### src/ocr_pkg.sv
// Package with register map, reset values and carrier types for offset regs.
package ocr_pkg;

	// Register bytes are 8 bits; only the low six bits hold a value (the low three in the gain-mode register).
	localparam int          OCR_DATA_W         = 8;
	localparam int          OCR_ADDR_W         = 8;
	localparam int          OCR_FIELD_W        = 6;
	localparam int          OCR_MAG_W          = 5;
	localparam int          OCR_SIGN_BIT       = 5;
	localparam int          OCR_COL_W          = 11;
	localparam int          OCR_NUM_COL_REGS   = 64;
	localparam int          OCR_COL_SEL_W      = 6;

	// Register offsets.
	localparam logic [7:0]  OCR_ADDR_COL_DC    = 8'h20;
	localparam logic [7:0]  OCR_ADDR_GAIN_MODE = 8'h22;
	localparam logic [7:0]  OCR_ADDR_GLOBAL    = 8'h23;
	localparam logic [7:0]  OCR_ADDR_COL_BASE  = 8'h80;
	localparam logic [7:0]  OCR_ADDR_COL_LAST  = 8'hBF;

	// Values after reset.
	localparam logic [5:0]  OCR_RST_COL_DC     = 6'h00;
	localparam logic [2:0]  OCR_RST_GAIN_MODE  = 3'h0;
	localparam logic [5:0]  OCR_RST_GLOBAL     = 6'h00;
	localparam logic [5:0]  OCR_RST_COL_OFS    = 6'h00;

	// Gain-mode register field positions.
	localparam int          OCR_GM_WBM_BIT     = 2;
	localparam int          OCR_GM_EGM_LSB     = 0;
	localparam int          OCR_GM_W           = 3;

	// Each global offset step moves the converted output by four codes.
	localparam int          OCR_GLOBAL_SHIFT   = 2;
	localparam int          OCR_GLOBAL_CODE_W  = 8;
	localparam int          OCR_COMB_W         = 7;

	typedef enum logic [1:0] {
		OCR_EGM_RAW     = 2'h0,
		OCR_EGM_LINEAR  = 2'h1,
		OCR_EGM_LINEAR2 = 2'h2,
		OCR_EGM_RSVD    = 2'h3
	} ocr_egm_t;

	// Register access from the serial configuration engine.
	typedef struct packed {
		logic                  wr;
		logic                  rd;
		logic [OCR_ADDR_W-1:0] addr;
		logic [OCR_DATA_W-1:0] data;
	} ocr_reg_req_t;

	// Column position of the pixel entering the early offset stage.
	typedef struct packed {
		logic                 valid;
		logic [OCR_COL_W-1:0] index;
	} ocr_col_t;

	// Gain-mode selection for the amplifier stage.
	typedef struct packed {
		logic     wb_linear;
		ocr_egm_t exp_mode;
		logic     gain_b_used;
	} ocr_gain_cfg_t;

	// Sign-magnitude byte field to two's complement, in register steps.
	function automatic logic signed [OCR_FIELD_W:0] ocr_sm_to_signed(
		input logic [OCR_FIELD_W-1:0] f
	);
		logic signed [OCR_FIELD_W:0] mag;
		mag = $signed({2'b00, f[OCR_MAG_W-1:0]});
		ocr_sm_to_signed = f[OCR_SIGN_BIT] ? -mag : mag;
	endfunction : ocr_sm_to_signed

endpackage : ocr_pkg

### src/ocr_col_offset.sv
// Early column offset stage: per-column table lookup plus column DC offset.
`timescale 1ns/1ps
module ocr_col_offset
	import ocr_pkg::*;
(
	// Clock and reset
	input  wire logic                                     i_clk,
	input  wire logic                                     i_reset_n,
	// Settings
	input  wire logic [OCR_FIELD_W-1:0]                   i_col_dc,
	input  wire logic [OCR_NUM_COL_REGS-1:0][OCR_FIELD_W-1:0] i_col_tab,
	// Column stream
	input  wire ocr_col_t                                 i_col,
	output logic                                          o_valid,
	output logic signed [OCR_COMB_W-1:0]                  o_offset
);

	// Column number modulo 64 is just its low six bits.
	wire logic [OCR_COL_SEL_W-1:0]      sel;
	wire logic [OCR_FIELD_W-1:0]        tab_field;
	wire logic signed [OCR_FIELD_W:0]   dc_s;
	wire logic signed [OCR_FIELD_W:0]   tab_s;
	wire logic signed [OCR_COMB_W-1:0]  sum;

	assign sel       = i_col.index[OCR_COL_SEL_W-1:0];
	assign tab_field = i_col_tab[sel];
	assign dc_s      = ocr_sm_to_signed(i_col_dc);
	assign tab_s     = ocr_sm_to_signed(tab_field);
	// Each term spans -31..31, so the sum fits seven bits without overflow.
	assign sum       = OCR_COMB_W'(dc_s + tab_s);

	always_ff @(posedge i_clk or negedge i_reset_n) begin
		if (!i_reset_n) begin
			o_valid  <= 1'b0;
			o_offset <= '0;
		end else begin
			o_valid  <= i_col.valid;
			o_offset <= i_col.valid ? sum : o_offset;
		end
	end

endmodule : ocr_col_offset

### src/ocr_global_offset.sv
// Late global offset stage: sign-magnitude setting to output code shift.
`timescale 1ns/1ps
module ocr_global_offset
	import ocr_pkg::*;
(
	// Clock and reset
	input  wire logic                                i_clk,
	input  wire logic                                i_reset_n,
	// Setting
	input  wire logic [OCR_FIELD_W-1:0]              i_global,
	// Offset ahead of conversion
	output logic signed [OCR_GLOBAL_CODE_W-1:0]      o_code
);

	wire logic signed [OCR_FIELD_W:0]          steps;
	wire logic signed [OCR_GLOBAL_CODE_W-1:0]  code;

	assign steps = ocr_sm_to_signed(i_global);
	// Magnitude 31 times four gives the full plus or minus 124 range.
	assign code  = OCR_GLOBAL_CODE_W'(steps) <<< OCR_GLOBAL_SHIFT;

	always_ff @(posedge i_clk or negedge i_reset_n) begin
		if (!i_reset_n) begin
			o_code <= '0;
		end else begin
			o_code <= code;
		end
	end

endmodule : ocr_global_offset

### src/ocr_offset_regs.sv
// Offset calibration and gain-mode register bank with its offset stages.
`timescale 1ns/1ps
module ocr_offset_regs
	import ocr_pkg::*;
(
	// Clock and reset
	input  wire logic                           i_clk,
	input  wire logic                           i_reset_n,
	// Register access from the serial configuration engine
	input  wire ocr_reg_req_t                   i_req,
	output logic [OCR_DATA_W-1:0]               o_rd_data,
	output logic                                o_rd_valid,
	output logic                                o_rd_hit,
	// Column stream from the readout timing
	input  wire ocr_col_t                       i_col,
	// Settings to the analog processing chain
	output ocr_gain_cfg_t                       o_gain_cfg,
	output logic                                o_col_offset_valid,
	output logic signed [OCR_COMB_W-1:0]        o_col_offset,
	output logic signed [OCR_GLOBAL_CODE_W-1:0] o_global_offset_value
);

	// Register storage; bits 7 and 6 (bits 7 to 3 of the gain-mode register) are not kept and read back as zero.
	logic [OCR_FIELD_W-1:0]                        col_dc_reg;
	logic [OCR_GM_W-1:0]                           gain_mode_reg;
	logic [OCR_FIELD_W-1:0]                        global_reg;
	logic [OCR_NUM_COL_REGS-1:0][OCR_FIELD_W-1:0]  col_tab_reg;
	logic [OCR_DATA_W-1:0]                         rd_data_reg;
	logic                                          rd_valid_reg;
	logic                                          rd_hit_reg;
	ocr_gain_cfg_t                                 gain_cfg_reg;
	ocr_gain_cfg_t                                 gain_cfg_next;

	// Address decode.
	wire logic                      hit_col_dc;
	wire logic                      hit_gain_mode;
	wire logic                      hit_global;
	wire logic                      hit_col_tab;
	wire logic                      hit_any;
	wire logic [OCR_COL_SEL_W-1:0]  tab_idx;
	wire logic [OCR_DATA_W-1:0]     rd_mux;
	wire logic [1:0]                egm_field;

	assign hit_col_dc    = (i_req.addr == OCR_ADDR_COL_DC);
	assign hit_gain_mode = (i_req.addr == OCR_ADDR_GAIN_MODE);
	assign hit_global    = (i_req.addr == OCR_ADDR_GLOBAL);
	assign hit_col_tab   = (i_req.addr >= OCR_ADDR_COL_BASE) &&
	                       (i_req.addr <= OCR_ADDR_COL_LAST);
	assign hit_any       = hit_col_dc | hit_gain_mode | hit_global |
	                       hit_col_tab;
	assign tab_idx       = OCR_COL_SEL_W'(i_req.addr - OCR_ADDR_COL_BASE);

	// Unmapped addresses read zero so the host sees a stable answer.
	assign rd_mux = hit_col_dc    ? {2'b00, col_dc_reg} :
	                hit_gain_mode ? {5'b00000, gain_mode_reg} :
	                hit_global    ? {2'b00, global_reg} :
	                hit_col_tab   ? {2'b00, col_tab_reg[tab_idx]} :
	                                8'h00;

	// Gain-mode decode; the reserved exposure code behaves as raw.
	assign egm_field = gain_mode_reg[OCR_GM_EGM_LSB +: 2];
	always_comb begin
		gain_cfg_next.wb_linear = gain_mode_reg[OCR_GM_WBM_BIT];
		case (egm_field)
			2'h1:    gain_cfg_next.exp_mode = OCR_EGM_LINEAR;
			2'h2:    gain_cfg_next.exp_mode = OCR_EGM_LINEAR2;
			default: gain_cfg_next.exp_mode = OCR_EGM_RAW;
		endcase
		// Linear-2 drives the amplifier from the first global gain only.
		gain_cfg_next.gain_b_used = (egm_field != 2'h2);
	end

	// Scalar registers.
	always_ff @(posedge i_clk or negedge i_reset_n) begin
		if (!i_reset_n) begin
			col_dc_reg    <= OCR_RST_COL_DC;
			gain_mode_reg <= OCR_RST_GAIN_MODE;
			global_reg    <= OCR_RST_GLOBAL;
		end else if (i_req.wr) begin
			if (hit_col_dc)
				col_dc_reg <= i_req.data[OCR_FIELD_W-1:0];
			if (hit_gain_mode)
				gain_mode_reg <= i_req.data[OCR_GM_W-1:0];
			if (hit_global)
				global_reg <= i_req.data[OCR_FIELD_W-1:0];
		end
	end

	// Per-column table, one entry written per access.
	always_ff @(posedge i_clk or negedge i_reset_n) begin
		if (!i_reset_n) begin
			for (int k = 0; k < OCR_NUM_COL_REGS; k++) begin
				col_tab_reg[k] <= OCR_RST_COL_OFS;
			end
		end else if (i_req.wr && hit_col_tab) begin
			col_tab_reg[tab_idx] <= i_req.data[OCR_FIELD_W-1:0];
		end
	end

	// Read answer one cycle after the request; gain config retimed.
	always_ff @(posedge i_clk or negedge i_reset_n) begin
		if (!i_reset_n) begin
			rd_data_reg  <= 8'h00;
			rd_valid_reg <= 1'b0;
			rd_hit_reg   <= 1'b0;
			gain_cfg_reg <= '0;
		end else begin
			rd_valid_reg <= i_req.rd;
			rd_hit_reg   <= i_req.rd & hit_any;
			if (i_req.rd)
				rd_data_reg <= rd_mux;
			gain_cfg_reg <= gain_cfg_next;
		end
	end

	assign o_rd_data  = rd_data_reg;
	assign o_rd_valid = rd_valid_reg;
	assign o_rd_hit   = rd_hit_reg;
	assign o_gain_cfg = gain_cfg_reg;

	// Early stage: the column offset rides with each column strobe.
	ocr_col_offset u_col_offset (
		.i_clk     (i_clk),
		.i_reset_n (i_reset_n),
		.i_col_dc  (col_dc_reg),
		.i_col_tab (col_tab_reg),
		.i_col     (i_col),
		.o_valid   (o_col_offset_valid),
		.o_offset  (o_col_offset)
	);

	// Late stage: the global offset is a steady level ahead of the converter.
	ocr_global_offset u_global_offset (
		.i_clk     (i_clk),
		.i_reset_n (i_reset_n),
		.i_global  (global_reg),
		.o_code    (o_global_offset_value)
	);

endmodule : ocr_offset_regs

### config.mk
export PLATFORM = sky130hd
export DESIGN_NAME = ocr_offset_regs
export DESIGN_NICKNAME = d
export VERILOG_FILES = /design/src/ocr_pkg.sv /design/src/ocr_col_offset.sv /design/src/ocr_global_offset.sv /design/src/ocr_offset_regs.sv
export SDC_FILE = /design/constraint.sdc
export NUM_CORES = 1
export LEC_CHECK = 0
export BUFFER_PORTS_ARGS = -buffer_cell sky130_fd_sc_hd__buf_2
export CAP_MARGIN = 20
export CORE_ASPECT_RATIO = 0.75
export CORE_MARGIN = 2
export CORE_UTILIZATION = 40
export DETAILED_ROUTE_END_ITERATION = 8
export HOLD_SLACK_MARGIN = 0.05
export PLACE_DENSITY = 0.66
export SYNTH_ARGS = -nofsm -noshare
export SYNTH_HDL_FRONTEND = slang
export SYNTH_SLANG_ARGS = --single-unit
export TNS_END_PERCENT = 30
### constraint.sdc
create_clock -name i_clk -period 4.85 [get_ports i_clk]
set_input_delay 0.7275 -clock i_clk [delete_from_list [all_inputs] [get_ports i_clk]]
set_output_delay 0.7275 -clock i_clk [all_outputs]
set_load 0.005 [all_outputs]
==> impl_metrics.tcl, run 1 <==
set metrics [dict create \
    status "finished clean" \
    cp-end-kind "flop" \
    antenna_found_initial 5 \
    synthCells 1688 \
    die_width_um 278 \
    clkPwrFrac_pct 41.0 \
    largest_reg_flops 384 \
    hold_violations 0 \
    final_common_cell "dfrtp_1" \
    tightestPinTransition_ns 1.03 \
    seqPwrFrac_pct 47.3 \
    drt_iter0_drc 2148 \
    power.leakage_nw 11.5 \
    timing.rr.end "u_col_offset.o_offset[6]" \
    reg2reg_depth 15 \
    hp-class "in -> async" \
    die_h_um 210 \
    clock_latency_ns 0.56 \
    post-route-period-util_pct 95.5 \
    grt_max_degree 118 \
    p_int_mw 6.05 \
    gp_congestion 0.981 \
    max-vdd-ir-drop_mv 0.208 \
    fmax_mhz 216 \
    fin_ws_ns 0.218 \
    synth_compound_area_share_pct 9.91 \
    grt_pass1_wl_um 114000 \
    cp_cell_sequence "buf_4, buf_12, mux4_2, mux4_2, mux4_2, inv_1, ha_1, mux2_2, fa_1, a21o_1, a21oi_2, o21bai_1, a21oi_1, xnor2_1, a21o_1, a2bb2oi_1, a311oi_1" \
    drive_above_1_share_pct 42.7 \
    wl_per_cell_um 30.4 \
    grt_pass1_vias 16534 \
    ys_types 76 \
    start_util_pct 40.4 \
    cp_slowest_cell "mux4_2" \
    row_count 75 \
    drtPass1Iterations 6 \
    dieArea_sq_um 58400 \
    final_nets 1799 \
    yosysWarnings 0 \
    skew_ns 0.0207 \
    synth_top_family_by_area "multiplexers" \
    cts_num_sinks 425 \
    rrSetupSlack_ns 0.38 \
    viasPerCell 6.63 \
    synthSimpleGateAreaFrac_pct 4.76 \
    final_cell_mix "dfrtp_1 (425), mux2_2 (408), mux4_2 (113)" \
    htreeDepth 2 \
    min_period_ns 4.63 \
    cts_setup_buffers 0 \
    rsz0062_at_grt "false" \
    worst_ep_arrival_time_ns 5.09 \
    yosys.area.top_type "dfrtp_1" \
    maxCapViolCount 0 \
    async_flop_share_pct 100 \
    synth-edff-count 0 \
    clk_pin_slew_worst_paths_ns 0.06 \
    startpoint "i_col[0]" \
    cts_tree "yes" \
    fp.coreArea_sq_um 55800 \
    placement.io_buffers 50 \
    synth.top_cell.area_share_pct 47.1 \
    r2r_start "col_tab_reg[325]" \
    synthAdderAreaFrac_pct 0.587 \
    vias 16666 \
    slew_headroom_pct 31.1 \
    max_stage_delay_ns 0.59 \
    cp-endpoint "u_col_offset.o_offset[6]" \
    numCtsBuffers 42 \
    synth.avg_cell_area_sq_um 13.4 \
    postCtsHoldBufs 0 \
    cts_root_buffer "clkbuf_16" \
    sw_frac_of_total_pct 26.0 \
    setup_viol 0 \
    path_max_fanout 17 \
    power.switching_mw 2.13 \
    finish.utilization_pct 45.6 \
    critPathRequiredTime_ns 5.31 \
    dp_hpwl_um 52500 \
    ios 62 \
    grt_overflow 0 \
    wirelength_um 76400 \
    dominantRegCellSynth "dfrtp_1" \
    syn2layout_area_growth_pct 12.9 \
    finalSetupTns_ns 0 \
    synth.ff_latch_count 425 \
    ant_nets 0 \
    power_density_nw_per_um2 321 \
    p_comb_share_pct 11.7 \
    clockBufferDepth 3 \
    pre_cts_ws_ns -0.335 \
    crit_top_cell "mux4_2" \
    synth_sequential_area_ratio_pct 47.1 \
    drv_slew 0 \
    finalInstanceArea_sq_um 25500 \
    synth_xor_area_share_pct 0.543 \
    synth_mux_area_share_pct 33.5 \
    worstSetupPathType "in -> reg" \
    worstSetupStartpointType "primary input" \
    drc_errors 0 \
    placed_area_sq_um 24100 \
    syn_area_sq_um 22600 \
    cts_resized 0 \
    synth_area_leaders "dfrtp_1 (47%), mux2_2 (20%), mux4_2 (11%)" \
    grt.total_usage_pct 26.1 \
]
worst min-delay path by stage:
stage	end	depth (start not counted)	slack [ns]	from
floorplan	o_gain_cfg[3]	0	0.36	gain_mode_reg[2]
global placement	o_gain_cfg[3]	0	0.39	gain_mode_reg[2]
detailed placement	o_gain_cfg[3]	0	0.40	gain_mode_reg[2]
CTS	col_tab_reg[269]	1	0.24	i_reset_n
global route	col_tab_reg[362]	1	0.27	i_reset_n
finish	col_tab_reg[362]	1	0.19	i_reset_n
power groups by stage:
stage	clock network, mW	logic (mW)	registers (mW)
after floorplan	0	0.565	3.88
after global placement	0	0.912	3.92
after detailed placement	0	0.930	3.93
after CTS	3.38	0.936	3.87
after global routing	3.53	1.01	3.89
final	3.35	0.958	3.87
critical path, delay by kind of cell:
kind	cells	cell delay, ns
xor+xnor	1	0.13
compound gates	7	1.17
buf+inv	3	0.45
mux	4	1.92
fa+ha+maj	2	0.67
layer usage:
metal | track usage, % | wire, um | part of all wire, % | up-vias
li1 | - | - | - | 6640
met1 | 37.8 | 31800 | 42 | 8661
met4 | 9.86 | 3140 | 4.1 | 6
met2 | 35.3 | 30800 | 40 | 1136
met5 | 0 | 38 | 0.050 | -
met3 | 9.64 | 10500 | 14 | 223
final cells by class:
type	instances	area (sq um)
fill	4896	30300
timing repair buffer	164	1310
antenna	2	5.00
tap	731	915
clock buffer	61	1280
clock inverter	8	93.8
sequential	425	10600
multi-input combinational	1105	11200
inverter	19	71.3
cells by family (layout without fill, tap and decap cells):
logic type               after synthesis  count (layout)
flip-flops                           425             425
AO/OA/AOI/OAI                        293             293
other                                  1               6
XOR/XNOR                              14              14
buffers and inverters                161             252
multiplexers                         563             563
adder cells (fa/ha/maj)               10              10
AND/OR/NAND/NOR                      221             221
per-stage QoR:
| step | std cells | hold WS (ns) | power (mW) |
|---|---|---|---|
| finish | 2515 | 0.194 | 8.18 |
| global route | 2515 | 0.272 | 8.43 |
| CTS | 2513 | 0.242 | 8.18 |
| detailed placement | 2444 | 0.404 | 4.86 |
| global placement | 2444 | 0.388 | 4.83 |
| floorplan | 1691 | 0.364 | 4.44 |
synth_stat cells (6+ instances only):
cell type,n
a211oi_1,7
a21oi_1,28
a221o_1,11
a221oi_1,30
a222oi_1,6
a22o_1,26
a22oi_1,86
a31oi_1,15
and2_1,11
buf_1,6
buf_2,34
buf_4,14
buf_6,13
clkbuf_1,75
dfrtp_1,425
ha_1,9
inv_1,18
mux2_1,11
mux2_2,408
mux2i_1,31
mux4_2,113
nand2_1,48
nand2b_1,11
nand3_1,11
nor2_1,92
nor2b_1,10
o21ai_0,21
o22ai_1,8
o2bb2ai_1,6
xnor2_1,13
(Power assumes the default switching activity.)
==> run 2: changes to the inputs <==
--- a/config.mk
+++ b/config.mk
@@ -15,5 +15,6 @@
 export PLACE_DENSITY = 0.66
 export SYNTH_ARGS = -nofsm -noshare
 export SYNTH_HDL_FRONTEND = slang
+export SYNTH_HIERARCHICAL = 1
 export SYNTH_SLANG_ARGS = --single-unit
 export TNS_END_PERCENT = 30
==> impl_metrics.tcl, run 2 <==
set metrics [dict create \
    rsz0062_at_grt "false" \
    dp.cells 2565 \
    synth.avg_cell_area_sq_um 13.5 \
    cts_resized 0 \
    worstSetupStartpointType "primary input" \
    drv_slew 0 \
    synthAdderAreaFrac_pct 0.569 \
    final_common_cell "dfrtp_1" \
    num_antenna_cells 0 \
    clockBufferDepth 3 \
    setup_viol 0 \
    worst_ep_arrival_time_ns 5.10 \
    htreeDepth 2 \
    cts_num_sinks 425 \
    cts_tree "yes" \
    yosys.area.top_type "dfrtp_1" \
    synth_top_family_by_area "multiplexers" \
    synth_most_common_cell "dfrtp_1" \
    worstSetupPathType "in -> reg" \
    synthSimpleGateAreaFrac_pct 5.94 \
    crit_top_cell "a21o_1" \
    drc_errors 0 \
    viasPerCell 6.36 \
    grt_max_degree 94 \
    async_flop_share_pct 100 \
    cts_root_buffer "clkbuf_16" \
    finalSetupTns_ns 0 \
    ant_nets 0 \
    placement.io_buffers 50 \
    r2r_start "col_tab_reg[379]" \
    die_width_um 283 \
    dieArea_sq_um 60200 \
    skew_ns 0.0221 \
    grt_pass1_wl_um 117000 \
    grt_overflow 0 \
    synthCells 1723 \
    wirelength_um 78500 \
    max_stage_delay_ns 0.49 \
    finalInstanceArea_sq_um 26700 \
    pre_cts_ws_ns -0.465 \
    seqPwrFrac_pct 44.7 \
    fin_ws_ns 0.196 \
    synth_xor_area_share_pct 0.451 \
    grt.total_usage_pct 26.3 \
    path_max_fanout 14 \
    sw_frac_of_total_pct 26.0 \
    whs_ns 0.201 \
    vias 16809 \
    dp_hpwl_um 55000 \
    gp_congestion 0.992 \
    synth.ff_latch_count 425 \
    power_density_nw_per_um2 324 \
    status "finished clean" \
    start_util_pct 40.5 \
    ios 62 \
    dominantRegCellSynth "dfrtp_1" \
    fmax_mhz 215 \
    synth-edff-count 0 \
    cp-end-kind "flop" \
    hp-class "in -> async" \
    clk_pin_slew_worst_paths_ns 0.07 \
    clock_latency_ns 0.58 \
    row_count 76 \
    finalNonFillerCells 2643 \
    drtPass1Iterations 5 \
    hold_violations 0 \
    final_cell_mix "dfrtp_1 (425), mux2_2 (416), mux4_2 (141)" \
    synth_area_leaders "dfrtp_1 (46%), mux2_2 (20%), mux4_2 (14%)" \
    fp.coreArea_sq_um 57500 \
    yosysWarnings 6 \
    ys_types 73 \
    syn_area_sq_um 23300 \
    n_fill_cell 5052 \
    post-route-period-util_pct 96.0 \
    antenna_found_initial 1 \
    maxCapViolCount 0 \
    postCtsHoldBufs 0 \
    placed_area_sq_um 25200 \
    wl_per_cell_um 29.7 \
    syn2layout_area_growth_pct 14.7 \
    min_period_ns 4.65 \
    critPathBufInv 3 \
    total_power_mw 8.67 \
    largest_reg_flops 384 \
    die_h_um 213 \
    clkPwrFrac_pct 42.9 \
    p_comb_share_pct 12.4 \
    synth_common_cells "dfrtp_1 (425), mux2_2 (416), mux4_2 (141)" \
    synth_mux_area_share_pct 37.8 \
    p_int_mw 6.41 \
    tightestPinTransition_ns 0.954 \
    drt_iter0_drc 2074 \
    grt_pass1_vias 16802 \
    synth_compound_area_share_pct 6.35 \
    synth_sequential_area_ratio_pct 45.6 \
    cp_cell_sequence "buf_6, buf_4, mux4_2, mux4_2, mux2_2, nand2_1, o21ai_1, inv_1, ha_1, nand2_1, o21ai_0, fa_2, a21o_1, a21o_1, a21o_1, a311oi_2, nand3_1, or3_1, o221a_2" \
    power.switching_mw 2.25 \
    finish.utilization_pct 46.5 \
    critical-path-top-delay-family "compound AO/OA/AOI/OAI gates" \
    drive_above_1_share_pct 46.3 \
    slew_headroom_pct 36.2 \
    cts_setup_buffers 0 \
    power.leakage_nw 12.3 \
    numCtsBuffers 43 \
    critPathRequiredTime_ns 5.30 \
    synth.top_cell.area_share_pct 45.6 \
    max-vdd-ir-drop_mv 0.241 \
    cp_slowest_cell "mux4_2" \
    final_nets 1872 \
    startpoint "i_col[0]" \
]
==> run 2: cell types whose count changed in the layout (fill, tap and decap cells not counted), sizes merged, moves of 8 or more <==
| cell | change |
|---|---|
| mux2i | +56 |
| buf | +34 |
| a22oi | -31 |
| mux4 | +28 |
| a22o | -22 |
| nand3 | +19 |
| nor2 | -18 |
| a221oi | -17 |
| nor3 | +15 |
| nand2 | +14 |
| a221o | -9 |
| clkinv | +9 |
| a31oi | -8 |
==> run 2: kinds of logic (layout without fill, tap and decap cells) <==
| kind of cell | after synthesis | count (layout) |
|---|---|---|
| fa+ha+maj | 10 | 10 |
| simple gates | 260 | 260 |
| xor+xnor | 12 | 12 |
| mux | 651 | 651 |
| buf+inv | 156 | 294 |
| flops | 425 | 425 |
| other cells | 2 | 4 |
| compound gates | 207 | 207 |
==> run 2: area by class of cell <==
cell class	instances	area, sq um	area share (%)
Multi-Input combinational cell	1144	12000	44.7
Sequential cell	425	10600	39.8
Timing Repair Buffer	198	1530	5.73
Clock buffer	55	1220	4.57
Tap cell	780	976	3.65
Clock inverter	23	338	1.26
Inverter	18	67.6	0.253
==> run 2: power groups by stage <==
stage	Clock [mW]	Sequential, mW	Combinational (mW)
after global placement	0	3.92	1.03
final	3.72	3.87	1.07
after CTS	3.76	3.87	1.05
after floorplan	0	3.87	0.648
after global routing	3.91	3.89	1.13
after detailed placement	0	3.93	1.05
==> run 2: final timing paths <==
check / end / slack (ns) / depth (start not counted)
setup / recovery: u_col_offset/o_offset[6] / 0.20 / 19
min in group i_clk: u_col_offset/o_valid / 0.39 / 1
hold / removal: col_tab_reg[198] / 0.20 / 1
max in group asynchronous: col_tab_reg[306] / 3.60 / 2
setup reg to reg: u_col_offset/o_offset[6] / 0.30 / 17
hold reg to reg: o_gain_cfg[3] / 0.43 / 0
==> run 2: layer usage <==
layer | track usage, % | share of wire, % | vias up | wire length (um)
li1 | - | - | 6808 | -
met1 | 39.3 | 44 | 8885 | 34300
met2 | 36.4 | 42 | 971 | 32800
met3 | 9.08 | 12 | 145 | 9440
met4 | 6.50 | 2.4 | 0 | 1920
met5 | 0 | 0 | - | 0
